**config.mk**
```make
export PLATFORM = sky130hd
export DESIGN_NAME = sdpr_regs
export DESIGN_NICKNAME = d
export VERILOG_FILES = /design/src/design/sdpr_pkg.sv /design/src/design/sdpr_byte_reg.sv /design/src/design/sdpr_regs.sv
export VERILOG_INCLUDE_DIRS = /design/src /design/src/design
export SDC_FILE = /design/constraint.sdc
export NUM_CORES = 1
export LEC_CHECK = 0
export CORE_ASPECT_RATIO = 0.6
export CORE_MARGIN = 2
export CORE_UTILIZATION = 55
export DETAILED_ROUTE_END_ITERATION = 8
export DONT_BUFFER_PORTS = 1
export PLACE_DENSITY = 0.68
export REMOVE_ABC_BUFFERS = 1
export SLEW_MARGIN = 15
export SYNTH_ARGS = -nofsm -noshare
export SYNTH_HDL_FRONTEND = slang
export SYNTH_SLANG_ARGS = --single-unit
```
**constraint.sdc**
```tcl
create_clock -name i_clk -period 2.9 [get_ports i_clk]
set_clock_uncertainty 0.05 [all_clocks]
set_input_delay 0.87 -clock i_clk [delete_from_list [all_inputs] [get_ports i_clk]]
set_output_delay 0.87 -clock i_clk [all_outputs]
set_load 0.01 [all_outputs]
```
**src/design/sdpr_cfg.svh**
```systemverilog
`ifndef SDPR_CFG_SVH
`define SDPR_CFG_SVH

// ----------------------------------------------------------------------------
// Special-function register space.
// ----------------------------------------------------------------------------
`define SDPR_SFR_BASE      8'h80
`define SDPR_OFF_STACK_TOP 8'h81
`define SDPR_OFF_DP_LOW    8'h82
`define SDPR_OFF_DP_HIGH   8'h83

// ----------------------------------------------------------------------------
// Reset values.
// ----------------------------------------------------------------------------
`define SDPR_RST_STACK_TOP 8'h07
`define SDPR_RST_DP_LOW    8'h07
`define SDPR_RST_DP_HIGH   8'h07

// ----------------------------------------------------------------------------
// Stack step and unmapped read value.
// ----------------------------------------------------------------------------
`define SDPR_STACK_STEP    8'h01
`define SDPR_UNMAPPED_READ 8'h00

`endif

```
**src/design/sdpr_pkg.sv**
```systemverilog
// ----------------------------------------------------------------------------
// Types shared by the pointer register file.
// ----------------------------------------------------------------------------
package sdpr_pkg;

  // Stack operation requested by the core.
  typedef enum logic [2:0] {
    SDPR_OP_NONE = 3'h1,
    SDPR_OP_PUSH = 3'h2,
    SDPR_OP_POP  = 3'h4
  } sdpr_stack_op_t;

  // Direct-addressed special-function register access from the core.
  typedef struct packed {
    logic       wr_en;
    logic [7:0] addr;
    logic [7:0] wdata;
  } sdpr_sfr_req_t;

  // Stack memory request handed to the data RAM.
  typedef struct packed {
    logic       wr_en;
    logic       rd_en;
    logic [7:0] addr;
  } sdpr_stack_mem_t;

endpackage

```
**src/design/sdpr_byte_reg.sv**
```systemverilog
`timescale 1ns/1ps
`include "sdpr_cfg.svh"

// ----------------------------------------------------------------------------
// One 8-bit pointer byte with a synchronous reset value and a load port.
// ----------------------------------------------------------------------------
module sdpr_byte_reg #(
  parameter logic [7:0] RESET_VALUE = 8'h00
) (
  input  wire logic       i_clk,
  input  wire logic       i_rstn,
  input  wire logic       i_load,
  input  wire logic [7:0] i_value,
  output logic      [7:0] o_value
);

  logic [7:0] next_value;  // Value taken at the next edge.

  // Hold unless loaded.
  always_comb begin
    next_value = o_value;
    if (i_load) begin
      next_value = i_value;
    end
  end

  // Synchronous reset to the constant reset value.
  always_ff @(posedge i_clk) begin
    if (!i_rstn) begin
      o_value <= RESET_VALUE;
    end else begin
      o_value <= next_value;
    end
  end

endmodule

```
**src/design/sdpr_regs.sv**
```systemverilog
`timescale 1ns/1ps
`include "sdpr_cfg.svh"

module sdpr_regs (
  input  wire logic                     i_clk,
  input  wire logic                     i_rstn,
  input  wire sdpr_pkg::sdpr_sfr_req_t  i_sfr_req,
  input  wire sdpr_pkg::sdpr_stack_op_t i_stack_op,
  output logic                   [7:0]  o_sfr_rdata,
  output logic                          o_sfr_hit,
  output logic                   [7:0]  o_stack_top_pointer,
  output logic                  [15:0]  o_wide_data_pointer,
  output sdpr_pkg::sdpr_stack_mem_t     o_stack_mem
);

  // --------------------------------------------------------------------------
  // Address decode.
  // --------------------------------------------------------------------------
  logic       in_sfr_space;   // Direct address lies in the SFR half.
  logic       hit_stack;      // Access targets the stack pointer.
  logic       hit_dp_low;     // Access targets the low pointer byte.
  logic       hit_dp_high;    // Access targets the high pointer byte.
  logic [7:0] stack_q;        // Stack pointer byte.
  logic [7:0] dp_low_q;       // Low data pointer byte.
  logic [7:0] dp_high_q;      // High data pointer byte.
  logic [7:0] stack_d;        // Next stack pointer value.
  logic       stack_ld;       // Stack pointer loads this edge.
  logic [7:0] next_rdata;     // Next read data.
  logic       next_hit;       // Next hit flag.
  logic [15:0] next_wide;     // Next wide data pointer.
  sdpr_pkg::sdpr_stack_mem_t next_mem;  // Next stack memory request.

  // Only direct addresses at or above the SFR base can reach these bytes.
  always_comb begin
    in_sfr_space = i_sfr_req.addr >= `SDPR_SFR_BASE;
    hit_stack    = in_sfr_space && (i_sfr_req.addr == `SDPR_OFF_STACK_TOP);
    hit_dp_low   = in_sfr_space && (i_sfr_req.addr == `SDPR_OFF_DP_LOW);
    hit_dp_high  = in_sfr_space && (i_sfr_req.addr == `SDPR_OFF_DP_HIGH);
  end

  // --------------------------------------------------------------------------
  // Stack pointer update.
  // --------------------------------------------------------------------------
  // A stack operation wins over a direct write in the same cycle, because the
  // core never issues both; the choice keeps the push address consistent.
  always_comb begin
    stack_d  = stack_q;
    stack_ld = 1'b0;
    case (i_stack_op)
      sdpr_pkg::SDPR_OP_PUSH: begin
        stack_d  = stack_q + `SDPR_STACK_STEP;
        stack_ld = 1'b1;
      end
      sdpr_pkg::SDPR_OP_POP: begin
        stack_d  = stack_q - `SDPR_STACK_STEP;
        stack_ld = 1'b1;
      end
      sdpr_pkg::SDPR_OP_NONE: begin
        // Only a direct write moves the pointer here; an idle cycle must leave
        // both the byte and its mirrored output untouched.
        if (i_sfr_req.wr_en && hit_stack) begin
          stack_d  = i_sfr_req.wdata;
          stack_ld = 1'b1;
        end
      end
      default: begin
        stack_d  = stack_q;
        stack_ld = 1'b0;
      end
    endcase
  end

  // Pointer bytes: all eight bits are live, so no reserved bits exist today;
  // any added later would reset to their bits of RESET_VALUE inside the byte register.
  sdpr_byte_reg #(.RESET_VALUE(`SDPR_RST_STACK_TOP)) u_stack (
    .i_clk   (i_clk),
    .i_rstn  (i_rstn),
    .i_load  (stack_ld),
    .i_value (stack_d),
    .o_value (stack_q)
  );

  sdpr_byte_reg #(.RESET_VALUE(`SDPR_RST_DP_LOW)) u_dp_low (
    .i_clk   (i_clk),
    .i_rstn  (i_rstn),
    .i_load  (i_sfr_req.wr_en && hit_dp_low),
    .i_value (i_sfr_req.wdata),
    .o_value (dp_low_q)
  );

  sdpr_byte_reg #(.RESET_VALUE(`SDPR_RST_DP_HIGH)) u_dp_high (
    .i_clk   (i_clk),
    .i_rstn  (i_rstn),
    .i_load  (i_sfr_req.wr_en && hit_dp_high),
    .i_value (i_sfr_req.wdata),
    .o_value (dp_high_q)
  );

  // --------------------------------------------------------------------------
  // Read data and stack memory request.
  // --------------------------------------------------------------------------
  // Reads return the current byte; unmapped addresses return zero.
  always_comb begin
    next_hit   = hit_stack || hit_dp_low || hit_dp_high;
    next_rdata = `SDPR_UNMAPPED_READ;
    if (hit_stack) begin
      next_rdata = stack_q;
    end else if (hit_dp_low) begin
      next_rdata = dp_low_q;
    end else if (hit_dp_high) begin
      next_rdata = dp_high_q;
    end
    // The wide output shows the bytes as they will stand after this edge.
    next_wide = {dp_high_q, dp_low_q};
    if (i_sfr_req.wr_en && hit_dp_high) begin
      next_wide[15:8] = i_sfr_req.wdata;
    end
    if (i_sfr_req.wr_en && hit_dp_low) begin
      next_wide[7:0] = i_sfr_req.wdata;
    end
    next_mem.wr_en = i_stack_op == sdpr_pkg::SDPR_OP_PUSH;
    next_mem.rd_en = i_stack_op == sdpr_pkg::SDPR_OP_POP;
    next_mem.addr  = stack_q;
    if (i_stack_op == sdpr_pkg::SDPR_OP_PUSH) begin
      next_mem.addr = stack_q + `SDPR_STACK_STEP;
    end
  end

  // All outputs come from flip-flops, one cycle after the request.
  always_ff @(posedge i_clk) begin
    if (!i_rstn) begin
      o_sfr_rdata         <= `SDPR_UNMAPPED_READ;
      o_sfr_hit           <= 1'b0;
      o_stack_mem         <= '0;
      o_stack_top_pointer <= `SDPR_RST_STACK_TOP;
      o_wide_data_pointer <= {`SDPR_RST_DP_HIGH, `SDPR_RST_DP_LOW};
    end else begin
      o_sfr_rdata         <= next_rdata;
      o_sfr_hit           <= next_hit;
      o_stack_mem         <= next_mem;
      o_stack_top_pointer <= stack_d;
      o_wide_data_pointer <= next_wide;
    end
  end

  // --------------------------------------------------------------------------
  // Assertions.
  // --------------------------------------------------------------------------
  property p_push_inc;
    @(posedge i_clk) disable iff (!i_rstn)
    i_stack_op == sdpr_pkg::SDPR_OP_PUSH |=> stack_q == $past(stack_q) + 8'h01;
  endproperty
  a_push_inc: assert property (p_push_inc) else $error("Push did not increment.");

  property p_push_addr;
    @(posedge i_clk) disable iff (!i_rstn)
    i_stack_op == sdpr_pkg::SDPR_OP_PUSH |=>
      o_stack_mem.wr_en && o_stack_mem.addr == stack_q;
  endproperty
  a_push_addr: assert property (p_push_addr) else $error("Push address wrong.");

  property p_pop;
    @(posedge i_clk) disable iff (!i_rstn)
    i_stack_op == sdpr_pkg::SDPR_OP_POP |=>
      o_stack_mem.rd_en && o_stack_mem.addr == stack_q + 8'h01;
  endproperty
  a_pop: assert property (p_pop) else $error("Pop address or decrement wrong.");

  property p_reset;
    @(posedge i_clk) !i_rstn |=> stack_q == 8'h07;
  endproperty
  a_reset: assert property (p_reset) else $error("Stack reset value wrong.");

  property p_sp_write;
    @(posedge i_clk) disable iff (!i_rstn)
    i_sfr_req.wr_en && i_sfr_req.addr == 8'h81 && i_stack_op == sdpr_pkg::SDPR_OP_NONE
      ##1 i_sfr_req.addr == 8'h81 && !i_sfr_req.wr_en
      |=> o_sfr_rdata == $past(i_sfr_req.wdata, 2);
  endproperty
  a_sp_write: assert property (p_sp_write) else $error("Stack readback wrong.");

  property p_dpl;
    @(posedge i_clk) disable iff (!i_rstn)
    i_sfr_req.wr_en && i_sfr_req.addr == 8'h82 |=> dp_low_q == $past(i_sfr_req.wdata);
  endproperty
  a_dpl: assert property (p_dpl) else $error("Low pointer byte not written.");

  property p_dph;
    @(posedge i_clk) disable iff (!i_rstn)
    i_sfr_req.wr_en && i_sfr_req.addr == 8'h83 |=> dp_high_q == $past(i_sfr_req.wdata);
  endproperty
  a_dph: assert property (p_dph) else $error("High pointer byte not written.");

  property p_wide;
    @(posedge i_clk) disable iff (!i_rstn)
    o_wide_data_pointer == {dp_high_q, dp_low_q};
  endproperty
  a_wide: assert property (p_wide) else $error("Wide pointer mismatch.");

  // The pointer output must never drift from the pointer byte it mirrors.
  property p_pointer_out;
    @(posedge i_clk) disable iff (!i_rstn)
    o_stack_top_pointer == stack_q;
  endproperty
  a_pointer_out: assert property (p_pointer_out) else $error("Stale pointer.");

  property p_low_space;
    @(posedge i_clk) disable iff (!i_rstn)
    i_sfr_req.addr < 8'h80 |=> !o_sfr_hit && o_sfr_rdata == 8'h00;
  endproperty
  a_low_space: assert property (p_low_space) else $error("Low address hit SFR.");

  c_push: cover property (@(posedge i_clk) i_stack_op == sdpr_pkg::SDPR_OP_PUSH);
  c_pop: cover property (@(posedge i_clk) i_stack_op == sdpr_pkg::SDPR_OP_POP);
  c_dph_wr: cover property (@(posedge i_clk) i_sfr_req.wr_en && hit_dp_high);
  c_wrap: cover property (@(posedge i_clk)
    stack_q == 8'hFF && i_stack_op == sdpr_pkg::SDPR_OP_PUSH);

endmodule

```
Yosys cells after proc, flatten, opt, wreduce, memory -nomap -nowiden
Index checks and enable logic that the tools add are counted.
{"block": "word_totals", "register_bits": 67, "in_bits": 22, "output_inout_bits": 43, "word_cells": 38}
{"block": "classes", "n_addsub": 2, "n_lt_le_gt_ge": 1, "n_eq_ne": 6, "muxes": 10, "n_reduce_logical": 9}
{"operator": "two-way mux 8 bit", "n": 7}
{"operator": "== test 8 bit (second input constant)", "n": 3}
{"operator": "case mux 8 bit (3 select lines)", "n": 1}
{"operator": "adder 8 x 1 -> 8 bit (second input constant)", "n": 1}
{"operator": "greater-or-equal comparator 8 bit (second input constant)", "n": 1}
{"operator": "subtractor 8 x 1 -> 8 bit (second input constant)", "n": 1}
{"operator": "logical AND 1 bit", "n": 6}
{"operator": "== test 3 x 1 -> 1 bit (second input constant)", "n": 1}
{"operator": "== test 3 x 2 -> 1 bit (second input constant)", "n": 1}
{"operator": "== test 3 bit (second input constant)", "n": 1}
{"operator": "logical OR 1 bit", "n": 2}
{"operator": "case mux 1 bit (2 select lines)", "n": 1}
{"operator": "OR reduction 2 bit", "n": 1}
{"operator": "two-way mux 1 bit", "n": 1}

Longest topological paths before layout
{"block": "logic_depth", "word_depth": 5, "mapped_depth": 9, "mapped_depth_nobuf": 7}

Cells and area by module
Synthesis repeated with hierarchy kept, for this count alone.
{"block": "unflattened", "hier_cells": 347, "hier_area_um2": 3104.2}
{"module": "sdpr_regs", "instances": 1, "cells_each": 272, "area_each_um2": 2222.1, "seq_area_each_um2": 860.8}
{"module": "sdpr_byte_reg", "instances": 3, "cells_each": 25, "area_each_um2": 294.0, "seq_area_each_um2": 160.2}

Least setup slack after synthesis
Ideal clock, no wire load.
{"block": "synth_timing", "path_type": "input -> register", "startpoint": "input port i_stack_op[1]", "endpoint": "register o_stack_mem[3] in the netlist's numbering", "setup_ns": 0.115, "arrival_time_ns": 2.127, "required_ns": 2.735, "slack_ns": 0.608, "path_stages": 6, "path_cell_list": "buf_4 or3b_1 buf_6 or3_1 xnor2_1 and2_1"}
{"block": "synth_via", "elab_chain_cells": 2}
{"item": "from (decl)", "line_no": "sdpr_regs.sv:8", "text": "input wire sdpr_pkg::sdpr_stack_op_t i_stack_op,"}
{"item": "== test 3 x 2 -> 1 bit", "line_no": "sdpr_regs.sv:124", "text": "if (i_stack_op == sdpr_pkg::SDPR_OP_PUSH) begin"}
{"item": "two-way mux 8 bit", "line_no": "sdpr_regs.sv:124"}
{"item": "to (signal assigned)", "line_no": "sdpr_regs.sv:140", "text": "o_stack_mem <= next_mem;"}
{"item": "to (decl)", "line_no": "sdpr_regs.sv:13", "text": "output sdpr_pkg::sdpr_stack_mem_t o_stack_mem"}
No other way between the ends.
A chain may end at the register's enable or synchronous reset.

Worst setup path in the final report
{"block": "layout_timing", "startpoint": "input port i_sfr_req[11] in the netlist's numbering", "endpoint": "register o_wide_data_pointer[4]"}
{"block": "layout_via", "elab_chain_cells": 4}
{"item": "from (decl)", "line_no": "sdpr_regs.sv:7", "text": "input wire sdpr_pkg::sdpr_sfr_req_t i_sfr_req,"}
{"item": "greater-or-equal comparator 8 bit (no source line) or == test 8 bit (tied branches)"}
{"item": "logical AND 1 bit *", "line_no": "sdpr_regs.sv:37", "text": "hit_dp_low = in_sfr_space && (i_sfr_req.addr == `SDPR_OFF_DP_LOW);"}
{"item": "logical AND 1 bit *", "line_no": "sdpr_regs.sv:118", "text": "if (i_sfr_req.wr_en && hit_dp_low) begin"}
{"item": "two-way mux 8 bit *", "line_no": "sdpr_regs.sv:118"}
{"item": "to (signal assigned)", "line_no": "sdpr_regs.sv:136", "text": "o_wide_data_pointer <= {`SDPR_RST_DP_HIGH, `SDPR_RST_DP_LOW};"}
{"item": "to (signal assigned)", "line_no": "sdpr_regs.sv:142", "text": "o_wide_data_pointer <= next_wide;"}
{"item": "to (decl)", "line_no": "sdpr_regs.sv:12", "text": "output logic [15:0] o_wide_data_pointer,"}
Mark *: on every way between the ends. The rest lies on a longest branch, timed or not.

==> out/metrics.yaml <==
status:
  status: "complete, no violations"
setup_path:
  end_kind: "flop"
  reg2reg_slack_ns: 0.79
  path_max_fanout: 8
  reg2reg_from: "u_stack.o_value[0]"
  r2r-end: "o_stack_top_pointer[6]"
  cp.arrival_ns: 2.32
  r2r.worst_path.cells: 7
  critPathKind: "primary input to flop"
  startpoint: "i_sfr_req[11]"
  setup.worst_path.start_class: "primary input"
  worstPathRequired_ns: 3.05
drt:
  remaining_drc_errors: 0
  wirelength_um: 5850
  viasPerCell: 6.10
  routedWlPerCell_um: 17.9
  vias: 1996
  drt-initial-drc-count: 128
  dr.pass1.iters: 4
  antenna_left: 0
power_and_ir_drop:
  p_int_w: 0.000926
  power_frac_seq: 0.603
  power.density_mw_per_mm2: 474
  pwr-share-comb: 0.086
  power.leakage_nw: 1.03
  p_sw_frac: 0.245
  ir_worst_vdd_mv: 0.241
  clkPwrFrac: 0.311
  power.switching_w: 0.000301
sta:
  max_freq_mhz: 461
  relSlewSlack: 0.650
  setup_viol: 0
  rsz0062_at_grt: "no"
  fin_crit_ns: 2.17
  fin_setup_tns_ns: 0
  worst_pin_slew_ns: 0.525
  final_critical_path_setup_slack_ns: 0.729
  hold_viol_final: 0
  slew_viol_final: 0
  final.period_utilization: 0.749
final_layout:
  drive_gt1_frac: 0.106
  nets: 290
  nFillCells: 400
  syn_to_final_growth_pct: 2.12
  multi_input_area_mm2: 0.00137
  final_core_util: 0.576
  antenna_cells: 0
  register_area_mm2: 0.00102
place:
  dpl.hpwl_um: 4210
  io_buffer_count: 0
  pre_cts_ws_ns: 0.412
  routabilityCongestion: 0.864
global_route:
  grt_pass1_vias: 1944
  grt-ovfl-total: 0
  grt_max_degree: 44
  antenna_found_initial: 0
  grt_pass1_wl_um: 9720
  grt_use_total: 0.237
yosys:
  synthDistinctLibCells: 62
  syn_area_mm2: 0.00253
  synth_cells: 272
  ys_warn_count: 0
  synth_edf_count: 0
  syn_avg_cell_area_um2: 9.32
  synthArstFlopShare: 0
  ys_seq_area_frac: 0.403
  synthFlopType: "dfxtp_1"
  ys_seq_elements: 51
floorplanning:
  rows: 19
  design.portCount: 65
  start_util: 0.564
  die_y_um: 56.6
  core_area_mm2: 0.00449
  die_area_mm2: 0.00518
  dieWidth_um: 91.6
hold_path:
  worstHoldStart: "o_wide_data_pointer[11]"
  min_to: "o_sfr_rdata[3]"
  hp-class: "flop to flop"
  holdPathStages: 2
cts:
  post_cts_buffers: 0
  ctsHoldBuffers: 0
  clk_latency_ns: 0.30
  cts_buffer_depth: 2
  clk_pin_slew_ns: 0.09
  root_buffer: "clkbuf_8"
  htreeDepth: 2
  cts_made_buffers: 5
  cts_sinks: 51
  post_cts_resize_count: 0
  cts_tree: "done"
job:
  max-cap-violations: 0
-- cell type report --
type	count	area share
multi-input cells	199	0.528
clock inverters	1	0.00290
flip-flops and latches	51	0.395
inverters	4	0.00629
well taps	63	0.0305
clock buffers	5	0.0266
repair buffers	4	0.0116
-- power by group through the flow --
stage | Clock [W] | Sequential, W | Combinational [W]
final | 0.000381 | 0.000740 | 0.000106
after global routing | 0.000425 | 0.000743 | 0.000118
after CTS | 0.000396 | 0.000740 | 0.000105
after detailed placement | 0 | 0.000756 | 0.000104
after global placement | 0 | 0.000756 | 0.000102
after floorplan | 0 | 0.000753 | 0.0000797
-- synthesized netlist by cell type (all sizes together), types with 3 or more instances --
cell	count	area, um^2
dfxtp	51	1020
nor2	28	110
nand2	24	90.1
mux2i	19	190
a21oi	18	90.1
nor2b	13	81.3
buf	10	91.3
nor4	10	83.8
and2	9	56.3
clkbuf	8	40.0
o21ai	8	43.8
xnor2	6	52.6
nand3	5	25.0
a221oi	4	41.3
or3b	4	35.0
a211oi	3	22.5
a21boi	3	22.5
ha	3	37.5
inv	3	11.3
nand4	3	31.3
nor3	3	15.0
nor3b	3	32.5
o22ai	3	18.8
xor2	3	26.3
-- how the worst max path moves through the flow --
stage | endpoint | slack [ns] | cells after the start
finish | o_wide_data_pointer[4] | 0.73 | 5
floorplan | o_wide_data_pointer[0] | 0.59 | 5
detailed placement | o_wide_data_pointer[4] | 0.41 | 5
global placement | o_wide_data_pointer[0] | 0.47 | 5
CTS | o_wide_data_pointer[4] | 0.74 | 5
global route | o_wide_data_pointer[0] | 0.63 | 5
-- placed cells by master (no fill, tap or decap), types with 2 or more instances in the layout --
master and instances:
nor3b_2 2, o22ai_1 3, a32o_1 2, nor2_1 26, a221oi_1 3, o21ai_0 2
clkbuf_8 5, or3b_1 2, a21boi_1 2, nor4_1 8, or3b_2 2, nand4_2 2
nor2b_1 13, ha_1 3, nor3_1 3, xnor2_1 6, nand2_1 24, mux2i_1 19
nand3_1 5, a211oi_1 3, o211ai_1 2, nor2_2 2, a21oi_1 18, o21ai_1 5
and2_1 9, xor2_1 3, inv_1 3, or3_1 2, dfxtp_1 51, a31oi_1 2
buf_4 4
-- state kept, by name, indices dropped and copies added, names as in the netlist --
| name | cells |
|---|---|
| o_sfr_hit | 1 |
| o_stack_top_pointer | 8 |
| o_wide_data_pointer | 16 |
| o_sfr_rdata | 8 |
| o_stack_mem | 10 |
| u_stack.o_value | 8 |
-- layer usage --
metal / wire (um) / track usage / vias up
met5: 0 / 0 / -
met4: 44 / 0.0584 / 0
met3: 499 / 0.0658 / 6
met2: 2460 / 0.342 / 83
met1: 2850 / 0.349 / 951
li1: - / - / 956
-- worst max-delay path, cell delays in order --
cell and delay, ns:
nor4_4 0.34, and3b_1 0.26, and4b_1 0.53, mux2i_1 0.26, nor2b_1 0.06
-- metrics by stage --
step / hold slack, ns / cells / cell area, um^2 / power, W
5_1_grt: 0.550 / 327 / 2590 / 0.00129
4_1_cts: 0.522 / 327 / 2590 / 0.00124
3_5_place_dp: 0.507 / 321 / 2510 / 0.000859
3_3_place_gp: 0.498 / 321 / 2510 / 0.000858
6_report: 0.519 / 327 / 2590 / 0.00123
2_1_floorplan: 0.480 / 254 / 2400 / 0.000833
-- cells by family (layout without fill, tap and decap cells) --
kind of cell / count (synthesis) / count (layout) / share of synthesized area
compound gates: 53 / 53 / 0.142
buf+inv: 22 / 14 / 0.0583
fa+ha+maj: 3 / 3 / 0.0148
mux: 21 / 21 / 0.0899
flops: 51 / 51 / 0.403
simple gates: 113 / 113 / 0.261
xor+xnor: 9 / 9 / 0.0311
Note: power is estimated with default switching activity, not from simulation.
